## src/tovi_pkg.sv

```systemverilog
// tovi_pkg: constants and types shared by the timer/overflow-interrupt block.
// assumes one 200 MHz system clock and an external core that owns the PC.
package tovi_pkg;
    localparam int unsigned CLK_PERIOD_PS   = 5000;
    localparam int unsigned TIMER_WIDTH     = 16;
    localparam int unsigned PC_WIDTH        = 11;
    localparam int unsigned STACK_DEPTH     = 4;
    localparam logic [10:0] TIMER_VECTOR    = 11'h008;
    localparam int unsigned CTRL_RUN_BIT    = 4;
    localparam int unsigned CTRL_EDGE_BIT   = 3;
    localparam int unsigned CTRL_MODE_HI    = 7;
    localparam int unsigned CTRL_MODE_LO    = 6;
    localparam int unsigned DIR_PIN_BIT     = 2;
    localparam logic [15:0] COUNT_RESET     = 16'h0000;
    localparam logic [1:0]  MODE_TIMER      = 2'h2;
    localparam logic [1:0]  MODE_EVENT      = 2'h1;
    localparam logic [1:0]  MODE_PULSE      = 2'h3;

    typedef enum logic [2:0] {
        TOVI_IDLE  = 3'h1,
        TOVI_ENTER = 3'h2,
        TOVI_SERVE = 3'h4
    } tovi_irq_state_t;
endpackage

```

## src/tovi_timer_irq.sv

```systemverilog
// tovi_timer_irq: 16-bit timer/event counter with the overflow interrupt path.
// assumes the core gives one-cycle strobes for access, boundary and return.
`timescale 1ns/1ps
// Notes on behaviour
// [RULE1] software sets direction bit 2 for input
// [RULE2] pull-high stays on in timer input use
// [RULE3] timer mode counts on system clock
// [RULE4] pulse mode counts while level present
// [RULE5] event pin resynchronised before counting
// [RULE6] counter frozen during read or preload write
// [RULE7] run bit starts and stops counter
// [RULE8] software sets mode before run bit
// [RULE9] overflow always sets request flag
// [RULE10] overflow never wakes from power-down
// [RULE11] take irq when global, timer, flag set
// [RULE12] push pc and load vector 08H
// [RULE13] service clears flag and global enable
// [RULE14] requests still recorded during service
// [RULE15] software re-enables global for nesting
// [RULE16] full stack blocks acknowledge
// [RULE17] global enable zero blocks all service
// [RULE18] flag stays until serviced or cleared
// [RULE19] return pops saved program counter
// [RULE20] only program counter saved on entry
// [RULE21] software preloads before enabling counter
// [RULE22] mode decode 10 timer 01 event 11 pulse
// [RULE23] overflow reloads preload, keeps counting
// [RULE24] vector only at instruction boundaries
module tovi_timer_irq
    import tovi_pkg::*;
#(
    parameter int unsigned DEPTH = tovi_pkg::STACK_DEPTH
) (
    input  wire logic                          I_CLK,
    input  wire logic                          I_RESET_N,
    input  wire logic                          I_CE,
    input  wire logic                          I_TIMER_INPUT_PIN,
    input  wire logic                          I_PULL_HIGH_OPTION,
    input  wire logic                          I_PORT_A_DIRECTION_2,
    input  wire logic                          I_MODE_SELECT_HIGH,
    input  wire logic                          I_MODE_SELECT_LOW,
    input  wire logic                          I_EDGE_SELECT,
    input  wire logic                          I_RUN_SET,
    input  wire logic                          I_RUN_CLEAR,
    input  wire logic                          I_COUNT_READ,
    input  wire logic                          I_PRELOAD_WRITE,
    input  wire logic [tovi_pkg::TIMER_WIDTH-1:0] I_PRELOAD_DATA,
    input  wire logic                          I_GLOBAL_IRQ_ENABLE_SET,
    input  wire logic                          I_GLOBAL_IRQ_ENABLE_CLEAR,
    input  wire logic                          I_TIMER_IRQ_ENABLE,
    input  wire logic                          I_REQUEST_CLEAR,
    input  wire logic                          I_POWER_DOWN,
    input  wire logic                          I_INSTR_BOUNDARY,
    input  wire logic [tovi_pkg::PC_WIDTH-1:0] I_NEXT_PC,
    input  wire logic                          I_RETURN,
    input  wire logic                          I_STACK_POP,
    output logic [tovi_pkg::TIMER_WIDTH-1:0]   O_COUNT,
    output logic                               O_TIMER_RUN_BIT,
    output logic                               O_TIMER_OVERFLOW_REQUEST,
    output logic                               O_GLOBAL_IRQ_ENABLE,
    output logic                               O_PIN_PULL_HIGH_EN,
    output logic                               O_VECTOR_LOAD,
    output logic [tovi_pkg::PC_WIDTH-1:0]      O_VECTOR_PC,
    output logic                               O_STACK_FULL,
    output logic                               O_WAKE
);
    import tovi_pkg::*;

    // deeper stacks would need a wider pointer than the core offers
    if (DEPTH < 1 || DEPTH > 8) begin : g_bad_depth
        $error("stack depth must be 1 to 8");
    end

    localparam int unsigned SPW = $clog2(DEPTH + 1);

    typedef struct packed {
        logic [TIMER_WIDTH-1:0]        count;
        logic [TIMER_WIDTH-1:0]        preload;
        logic                          run;
        logic                          pin_prev;
        logic                          pulse_seen;
        logic                          flag;
        logic                          gie;
        logic                          pull;
        logic                          vload;
        logic [PC_WIDTH-1:0]           vpc;
        logic [SPW-1:0]                sp;
        logic                          sfull;
        logic [DEPTH-1:0][PC_WIDTH-1:0] stack;
        tovi_irq_state_t               st;
    } tovi_state_t;

    tovi_state_t s_q;
    tovi_state_t s_d;
    logic        pin_s;

    // pin comes from outside: two flops before any logic
    tovi_sync u_pin_sync (
        .i_clk     (I_CLK),
        .i_reset_n (I_RESET_N),
        .i_ce      (I_CE),
        .i_async   (I_TIMER_INPUT_PIN),
        .o_sync    (pin_s)
    );

    // [RULE22] mode decode
    function automatic logic [1:0] mode_of(input logic hi, input logic lo);
        return {hi, lo};
    endfunction

    logic [1:0] mode;
    logic       tick;
    logic       active_lvl;
    logic       ovf;
    logic       take;
    logic       full;

    always_comb begin
        s_d        = s_q;
        mode       = mode_of(I_MODE_SELECT_HIGH, I_MODE_SELECT_LOW);
        tick       = 1'b0;
        ovf        = 1'b0;
        take       = 1'b0;
        active_lvl = pin_s ^ ~I_EDGE_SELECT;
        full       = (s_q.sp == SPW'(DEPTH));
        s_d.vload  = 1'b0;
        s_d.pin_prev = pin_s;
        // [RULE2] pull-high kept while pin is timer input
        s_d.pull   = I_PULL_HIGH_OPTION;
        // [RULE7] run bit control
        if (I_RUN_SET) begin
            s_d.run        = 1'b1;
            s_d.pulse_seen = 1'b0;
        end else if (I_RUN_CLEAR) begin
            s_d.run = 1'b0;
        end
        if (s_q.run) begin
            case (mode)
                // [RULE3] timer mode uses system clock
                MODE_TIMER: tick = 1'b1;
                // [RULE5] synchronised edge counting
                MODE_EVENT: tick = (pin_s != s_q.pin_prev) && (pin_s == ~I_EDGE_SELECT);
                // [RULE4] count while active level present
                MODE_PULSE: begin
                    tick = active_lvl;
                    if (active_lvl) begin
                        s_d.pulse_seen = 1'b1;
                    end else if (s_q.pulse_seen) begin
                        s_d.run = 1'b0;
                    end
                end
                default: tick = 1'b0;
            endcase
        end
        // [RULE6] clock inhibited during access
        if (I_COUNT_READ || I_PRELOAD_WRITE) begin
            tick = 1'b0;
        end
        if (I_PRELOAD_WRITE) begin
            s_d.preload = I_PRELOAD_DATA;
        end
        if (tick) begin
            // [RULE23] reload on overflow
            if (&s_q.count) begin
                ovf       = 1'b1;
                s_d.count = s_q.preload;
            end else begin
                s_d.count = s_q.count + 16'h0001;
            end
        end
        // [RULE18] flag held until serviced or cleared
        if (I_REQUEST_CLEAR) begin
            s_d.flag = 1'b0;
        end
        if (I_GLOBAL_IRQ_ENABLE_SET) begin
            s_d.gie = 1'b1;
        end else if (I_GLOBAL_IRQ_ENABLE_CLEAR) begin
            s_d.gie = 1'b0;
        end
        // [RULE19] return pops saved pc
        if (I_RETURN && s_q.sp != '0) begin
            s_d.vload = 1'b1;
            s_d.vpc   = s_q.stack[s_q.sp - SPW'(1)];
            s_d.sp    = s_q.sp - SPW'(1);
        end else if (I_STACK_POP && s_q.sp != '0) begin
            s_d.sp = s_q.sp - SPW'(1);
        end
        case (s_q.st)
            TOVI_IDLE: begin
                // [RULE11] [RULE17] [RULE16] [RULE24] acceptance gate
                take = I_INSTR_BOUNDARY && s_q.gie && I_TIMER_IRQ_ENABLE
                       && s_q.flag && !full && !I_RETURN && !I_STACK_POP;
                if (take) begin
                    // [RULE12] [RULE20] push only pc, vector 08H
                    s_d.stack[s_q.sp] = I_NEXT_PC;
                    s_d.sp    = s_q.sp + SPW'(1);
                    s_d.vload = 1'b1;
                    s_d.vpc   = TIMER_VECTOR;
                    // [RULE13] clear flag and global enable
                    s_d.flag  = 1'b0;
                    s_d.gie   = 1'b0;
                    s_d.st    = TOVI_ENTER;
                end
            end
            TOVI_ENTER: s_d.st = TOVI_SERVE;
            TOVI_SERVE: begin
                if (I_RETURN) begin
                    s_d.st = TOVI_IDLE;
                end
            end
            default: s_d.st = TOVI_IDLE;
        endcase
        // [RULE9] [RULE14] overflow sets flag, set wins
        if (ovf) begin
            s_d.flag = 1'b1;
        end
        // nesting re-entry allowed from serve once gie is set again
        if (s_q.st == TOVI_SERVE && s_d.st == TOVI_SERVE && s_q.gie && s_q.flag) begin
            s_d.st = TOVI_IDLE;
        end
        // full kept as a flop so the output carries no decode glitch
        s_d.sfull = (s_d.sp == SPW'(DEPTH));
    end

    always_ff @(posedge I_CLK or negedge I_RESET_N) begin
        if (!I_RESET_N) begin
            s_q       <= '0;
            s_q.count <= COUNT_RESET;
            s_q.st    <= TOVI_IDLE;
        end else if (I_CE) begin
            s_q <= s_d;
        end
    end

    assign O_COUNT                  = s_q.count;
    assign O_TIMER_RUN_BIT          = s_q.run;
    assign O_TIMER_OVERFLOW_REQUEST = s_q.flag;
    assign O_GLOBAL_IRQ_ENABLE      = s_q.gie;
    assign O_PIN_PULL_HIGH_EN       = s_q.pull;
    assign O_VECTOR_LOAD            = s_q.vload;
    assign O_VECTOR_PC              = s_q.vpc;
    assign O_STACK_FULL             = s_q.sfull;
    // [RULE10] overflow never raises wake
    assign O_WAKE                   = 1'b0;
endmodule

```

## src/tovi_sync.sv

```systemverilog
// tovi_sync: two-flop synchroniser for a level from outside the clock domain.
// assumes the input is a slow level; pulses shorter than a clock may be lost.
`timescale 1ns/1ps
module tovi_sync (
    input  wire logic i_clk,
    input  wire logic i_reset_n,
    input  wire logic i_ce,
    input  wire logic i_async,
    output logic      o_sync
);
    typedef struct packed {
        logic meta;
        logic stable;
    } tovi_sync_state_t;

    tovi_sync_state_t s_q;
    tovi_sync_state_t s_d;

    always_comb begin
        s_d = s_q;
        if (i_ce) begin
            s_d.meta   = i_async;
            s_d.stable = s_q.meta;
        end
    end

    always_ff @(posedge i_clk or negedge i_reset_n) begin
        if (!i_reset_n) begin
            s_q <= '0;
        end else begin
            s_q <= s_d;
        end
    end

    assign o_sync = s_q.stable;
endmodule

```

## config.mk

```make
export PLATFORM = sky130hd
export DESIGN_NAME = tovi_timer_irq
export DESIGN_NICKNAME = d
export VERILOG_FILES = /design/src/tovi_pkg.sv /design/src/tovi_timer_irq.sv /design/src/tovi_sync.sv
export SDC_FILE = /design/constraint.sdc
export NUM_CORES = 1
export LEC_CHECK = 0
export BUFFER_PORTS_ARGS = -buffer_cell sky130_fd_sc_hd__buf_2
export CORE_ASPECT_RATIO = 0.8
export CORE_MARGIN = 10
export CORE_UTILIZATION = 55
export DETAILED_ROUTE_END_ITERATION = 16
export HOLD_SLACK_MARGIN = 0.15
export PLACE_DENSITY = 0.9
export SYNTH_ARGS = -nofsm -noshare
export SYNTH_HDL_FRONTEND = slang
export SYNTH_SLANG_ARGS = --single-unit
```

## constraint.sdc

```tcl
create_clock -name I_CLK -period 3.5 [get_ports I_CLK]
set_input_delay 0 -clock I_CLK [delete_from_list [all_inputs] [get_ports I_CLK]]
set_output_delay 0 -clock I_CLK [all_outputs]
set_load 0.03 [all_outputs]
```

==> results of run 1 <==
## stage by stage
step	power, W	hold WS (ns)	utilization (%)	worst slack, ns	std cells
2_1_floorplan	0.00185	-0.296	-	0.889	409
3_3_place_gp	0.00200	0.222	59.8	1.01	562
3_5_place_dp	0.00204	0.238	59.8	0.940	562
4_1_cts	0.00310	0.155	67.6	0.689	619
5_1_grt	0.00323	0.184	67.6	0.406	619
6_report	0.00308	0.165	67.6	0.663	619
## synth_stat cells, types with 5 or more instances
cell type / number
a21oi_1: 16
a22o_1: 11
a31oi_1: 6
and3_1: 5
buf_4: 28
clkbuf_1: 10
dfrtp_1: 102
ha_1: 7
inv_1: 6
mux2_2: 31
mux2_4: 40
mux4_2: 11
nand2_1: 27
nand3_1: 7
nand4_1: 14
nor2_1: 12
o21ai_0: 19
## flip-flops by register name, summed over array words and instances, names as in the netlist
name / cells
O_PIN_PULL_HIGH_EN: 1
O_TIMER_RUN_BIT: 1
O_VECTOR_LOAD: 1
O_GLOBAL_IRQ_ENABLE: 1
O_COUNT: 16
s_q: 68
O_STACK_FULL: 1
O_TIMER_OVERFLOW_REQUEST: 1
u_pin_sync.o_sync: 1
u_pin_sync.s_q: 1
O_VECTOR_PC: 11
## final cells by class
class                   count  area [um^2]
clock buffers               9          225
multi-input cells         254         2290
flip-flops and latches    103         2580
well taps                 115          144
repair buffers            125          848
fillers                   657         2960
inverters                   6         22.5
clock inverters             7         77.6
## routing by layer
| layer | wire [um] | up-vias | track usage (%) |
|---|---|---|---|
| li1 | - | 1646 | - |
| met1 | 5310 | 1819 | 22.6 |
| met2 | 5930 | 103 | 29.7 |
| met3 | 678 | 15 | 4.92 |
| met4 | 197 | 0 | 6.32 |
| met5 | 0 | - | 0 |
## power groups by stage
| stage | Sequential [W] | Combinational, W | Clock, W |
|---|---|---|---|
| finish | 0.00137 | 0.000684 | 0.00103 |
| global route | 0.00138 | 0.000761 | 0.00108 |
| CTS | 0.00137 | 0.000689 | 0.00104 |
| detailed placement | 0.00139 | 0.000649 | 0 |
| global placement | 0.00138 | 0.000623 | 0 |
| floorplan | 0.00139 | 0.000462 | 0 |
## kinds of logic after synthesis
group | count (synthesis)
buf+inv | 52
mux | 85
xor+xnor | 2
simple gates | 94
fa+ha+maj | 7
flops | 103
other cells | 1
compound gates | 65
## critical path, cell delays in order, from the launching register on
cell and delay, ns:
dfrtp_1 0.43, inv_1 0.11, ha_1 0.24, and2_1 0.23, nor4_2 0.76, o21ai_0 0.22, nand2_1 0.11, o21ai_0 0.07
dlygate4sd3_1 0.56
## worst max path at each step
| stage | cells past startpoint | slack, ns | from | to |
|---|---|---|---|---|
| floorplan | 8 | 0.89 | s_q[48] | O_VECTOR_PC[5] |
| global placement | 5 | 1.01 | s_q[0] | s_q[41] |
| detailed placement | 5 | 0.94 | s_q[0] | s_q[46] |
| CTS | 8 | 0.69 | s_q[49] | O_TIMER_OVERFLOW_REQUEST |
| global route | 8 | 0.41 | s_q[49] | O_TIMER_OVERFLOW_REQUEST |
| finish | 8 | 0.66 | s_q[49] | O_TIMER_OVERFLOW_REQUEST |
==> metrics.yaml, run 1 <==
synth_top_area_share_pct: 48.8
layout_commonest_cell: "dfrtp_1"
synth_flop_cell: "dfrtp_1"
post-route-period-util_pct: 81.0
drc: 0
final_nets: 554
io_buffers: 78
postCtsSetupBuffers: 0
drt-total-wl_um: 12100
switching_share_pct: 31.2
r2r_cells: 8
drv_slew: 0
fmaxAchievable_ghz: 0.353
synth-compound-area-share_pct: 8.03
clockBufferDepth: 2
clk_pin_slew_ns: 0.07
synthTopCellsByArea: "dfrtp_1 (49%), mux2_4 (11%), mux2_2 (6.7%), mux4_2 (4.7%), buf_4 (4.0%)"
rr_startpoint: "s_q[49]"
p_leak_nw: 2.96
layout_min_cycle_time_ns: 2.84
internal_power_w: 0.00212
tightest_slew_ns: 1.02
pwr-share-clk_pct: 33.4
tritoncts: "built"
reg2reg_to: "O_TIMER_OVERFLOW_REQUEST"
synth_top_family_by_area: "multiplexers"
avgSynthCellArea_um2: 12.8
mostFrequentLayoutCells: "dfrtp_1 (102), buf_2 (77), dlygate4sd3_1 (41), mux2_4 (40), mux2_2 (31)"
p_sw_w: 0.000960
synthAdderAreaFrac_pct: 1.67
die_height_um: 107
clock_latency_ns: 0.35
finalHoldViolations: 0
syn_inst: 409
synth_xor_area_share_pct: 0.335
stdcell_area_um2: 6190
cts-hold-fix-buffers: 41
setup_viol: 0
core_area_um2: 9150
area_delta_synth_final_pct: 18.3
r2r_setup_slack_ns: 0.66
dieArea_um2: 13800
grt_pass1_wl_um: 20000
crit_type: "register to register"
yosys.area_share.simple_pct: 10.3
initial_core_util_pct: 57.2
netlist_area_um2: 5230
io_pins: 82
pwr-share-comb_pct: 22.2
synth_fp_nets: 464
cts_resized: 0
antennaDiodeCount: 0
cts_sinks: 103
grtUsageTotal_pct: 18.1
crit_path_max_fanout: 10
postPlaceCellArea_um2: 5480
status: "completed"
drtPass1Iterations: 4
numCtsBuffers: 9
vias: 3583
critPathCaptureType: "register"
fin_skew_ns: 0.0109
hp-start: "I_CE"
dieWidth_um: 129
grt_overflow: 0
grt_antenna_before_repair: 0
grt_pass1_vias: 3894
relSlewSlack_pct: 31.8
rows: 31
synth_cell_types: 53
post-dp-hpwl_um: 8090
startpoint_type: "register"
required_ns: 3.74
cts_root_buf: "clkbuf_16"
initialDrtViolationCount: 381
min_path_cells: 2
min_to: "O_VECTOR_LOAD"
async_flop_share_pct: 100
htree_levels: 3
worst_ep_arrival_time_ns: 3.07
drive_gt1_share_pct: 38.1
p_seq_share_pct: 44.4
maxCapViolCount: 0
min_path_type: "input pin to register"
ys_seq_area_share_pct: 49.3
gp_congestion: 0.887
p_per_area_nw_per_um2: 498
vias_per_cell: 5.79
synthMuxAreaShare_pct: 23.5
ys_ff_latch: 103
post_drt_wl_per_cell_um: 19.6
grt_max_degree: 83
fin_tns_setup_ns: 0
synth_top_area_cell: "dfrtp_1"
vdd_ir_drop_max_v: 0.000295
antenna_left: 0
synth_edf_count: 0
rsz0062_at_grt: "no"
ys_warn_count: 0
No activity file was read; power rests on OpenSTA's default activity.
==> inputs of run 2 (changes only) <==
- ABC_AREA: unset -> 1
- CORE_UTILIZATION: 55 -> 52
- PLACE_DENSITY: 0.9 -> 0.89
- clock period: 3.5 -> 2.35 ns (I/O delays scaled with it)
==> run 2 against run 1 <==
Register-to-register slack got worse by 0.34 ns. Highest routed layer unchanged. Worst setup slack worse by 0.36 ns. Cell count rose by 45%. Via count grew 29%. Core utilization decreased by 4.9 points. Largest cell class unchanged. Area after synthesis is 2.1% higher. Critical endpoint is now O_TIMER_RUN_BIT. Sequential cell count unchanged. Worst hold slack better by 0.026 ns.
==> metrics.yaml, run 2 <==
status: "completed"
numCtsBuffers: 9  # unchanged
grtUsageTotal_pct: 18.4  # +0.38 points
postCtsSetupBuffers: 0  # unchanged
p_seq_share_pct: 39.6  # -4.8 points
synthTopCellsByArea: "dfrtp_1 (48%), nand2_1 (18%), buf_4 (4.2%), inv_1 (3.6%), nand3_1 (2.6%)"
synth_top_area_share_pct: 47.8  # -1.0 points
dieWidth_um: 133  # +3.3%
drv_slew: 0  # unchanged
syn_inst: 667  # +63%
io_pins: 82  # unchanged
gp_congestion: 0.914  # +3.1%
setup_viol: 0  # unchanged
clockBufferDepth: 2  # unchanged
antennaDiodeCount: 0  # unchanged
relSlewSlack_pct: 62.4  # +31 points
synth_edf_count: 0  # unchanged
layout_commonest_cell: "nand2_1"
startpoint_type: "input pin"
io_buffers: 78  # unchanged
initial_core_util_pct: 52.6  # -4.6 points
synth_top_area_cell: "dfrtp_1"
drt-total-wl_um: 13200  # +8.6%
pwr-share-clk_pct: 27.2  # -6.2 points
required_ns: 2.59  # -1.15 ns
ys_ff_latch: 103  # unchanged
grt_antenna_before_repair: 0  # unchanged
ys_warn_count: 0  # unchanged
synth.most_common_cell: "nand2_1"
initialDrtViolationCount: 496  # +30%
mostFrequentLayoutCells: "nand2_1 (250), dfrtp_1 (102), buf_2 (77), inv_1 (51), dlygate4sd3_1 (41)"
fmaxAchievable_ghz: 0.489
tritoncts: "built"
antenna_left: 0  # unchanged
worst_ep_arrival_time_ns: 2.29  # -0.78 ns
drtPass1Iterations: 5  # +1
vdd_ir_drop_max_v: 0.000539  # +83%
tightest_slew_ns: 0.564  # -0.459 ns
r2r_setup_slack_ns: 0.32  # -0.34 ns
total_power_w: 0.00536  # +74%
grt_pass1_vias: 4544  # +17%
largest_reg_flops: 68  # unchanged
cts_sinks: 103  # unchanged
min_path_type: "input pin to async pin"
synth_cell_types: 38  # -28%
internal_power_w: 0.00341  # +61%
grt_pass1_wl_um: 22500  # +13%
p_leak_nw: 3.32  # +12%
pwr-share-comb_pct: 33.2  # +11 points
post_drt_wl_per_cell_um: 14.6  # -25%
async_flop_share_pct: 100  # unchanged
vias_per_cell: 5.13  # -11%
clk_pin_slew_ns: 0.06  # about the same
final_nets: 810  # +46%
cts_root_buf: "clkbuf_16"
fin_skew_ns: 0.00699  # -0.00394 ns
maxCapViolCount: 0  # unchanged
vias: 4608  # +29%
fin_tns_setup_ns: 0  # unchanged
core_area_um2: 10200  # +11%
post-route-period-util_pct: 87.1
drive_gt1_share_pct: 18.1  # -20 points
area_delta_synth_final_pct: 19.2
critPathCaptureType: "register"
registers.top_by_ff_count: "s_q"
crit_type: "input pin to register"
synth_fp_nets: 722  # +56%
avgSynthCellArea_um2: 8.01  # -37%
cts_resized: 0  # unchanged
cts-hold-fix-buffers: 41  # unchanged
die_height_um: 111  # +3.2%
rows: 33  # +6.5%
grt_overflow: 0  # unchanged
ys_seq_area_share_pct: 48.3  # -1.0 points
finalHoldViolations: 0  # unchanged
switching_share_pct: 36.3  # +5.2 points
drc: 0  # unchanged
synth_flop_cell: "dfrtp_1"
crit_path_max_fanout: 13  # +3
post-dp-hpwl_um: 8980  # +11%
htree_levels: 3  # unchanged
ys_top_cells_by_count: "nand2_1 (250), dfrtp_1 (102), inv_1 (51), nor2_1 (32), buf_4 (30)"
layout_min_cycle_time_ns: 2.05
rsz0062_at_grt: "no"
grt_max_degree: 62  # -25%
p_per_area_nw_per_um2: 842  # +69%
clock_latency_ns: 0.34  # about the same
netlist_area_um2: 5340  # +2.1%
dieArea_um2: 14800  # +6.6%
p_sw_w: 0.00195  # +100%
-- run 2: per-stage QoR --
step	area (um^2)	instances	setup slack, ns	utilization, %	hold WS (ns)
2_1_floorplan	5340	667	0.321	-	-0.296
3_3_place_gp	5670	843	0.443	55.8	0.0329
3_5_place_dp	5670	843	0.366	55.8	0.0384
4_1_cts	6370	899	0.317	62.7	0.190
5_1_grt	6370	899	0.149	62.7	0.257
6_report	6370	899	0.304	62.7	0.191
-- run 2: worst paths after layout --
| check | cells after the start | endpoint | start |
|---|---|---|---|
| min in group I_CLK | 6 | s_q[0] | I_INSTR_BOUNDARY |
| worst max register to register | 12 | s_q[20] | s_q[49] |
| worst max-delay path | 8 | O_TIMER_RUN_BIT | I_CE |
| worst min-delay path | 2 | O_TIMER_RUN_BIT | I_RESET_N |
| max in group asynchronous | 3 | s_q[20] | I_RESET_N |
| worst min register to register | 2 | s_q[31] | s_q[31] |
-- run 2: layout make-up --
cell class | instances | area, um^2
inverter | 58 | 218
clock buffer | 10 | 229
clock inverter | 5 | 60.1
timing repair buffer | 130 | 898
sequential | 103 | 2580
multi-input combinational | 453 | 2210
fill | 850 | 3790
tap | 140 | 175
-- run 2: cells by family (layout without fill, tap and decap cells) --
logic type,count (synthesis),after routing,share of synthesized area [%]
mux,7,7,1.48
simple gates,337,337,26.8
compound gates,93,93,10.1
other cells,1,1,0.0702
fa+ha+maj,7,7,1.64
flops,103,103,48.3
buf+inv,111,203,10.4
xor+xnor,8,8,1.31
-- run 2: power groups by stage --
| stage | sequential (W) | clock (W) | combinational [W] |
|---|---|---|---|
| 2_1_floorplan | 0.00216 | 0 | 0.00134 |
| 3_3_place_gp | 0.00214 | 0 | 0.00168 |
| 3_5_place_dp | 0.00215 | 0 | 0.00170 |
| 4_1_cts | 0.00212 | 0.00148 | 0.00178 |
| 5_1_grt | 0.00215 | 0.00155 | 0.00199 |
| 6_report | 0.00212 | 0.00146 | 0.00178 |
-- run 2: critical path: stages --
cell and delay, ns:
dlygate4sd3_1 0.51, buf_2 0.23, buf_4 0.23, nand3b_1 0.09
dlygate4sd3_1 0.56, o221ai_1 0.07, dlygate4sd3_1 0.57, inv_1 0.04
-- run 2: layer usage --
layer	global-route usage, %	share of wire (%)	up-vias
li1	-	-	2267
met1	24.9	45	2171
met2	28.2	46	155
met3	4.94	7.5	15
met4	5.65	1.5	0
met5	0	0	-
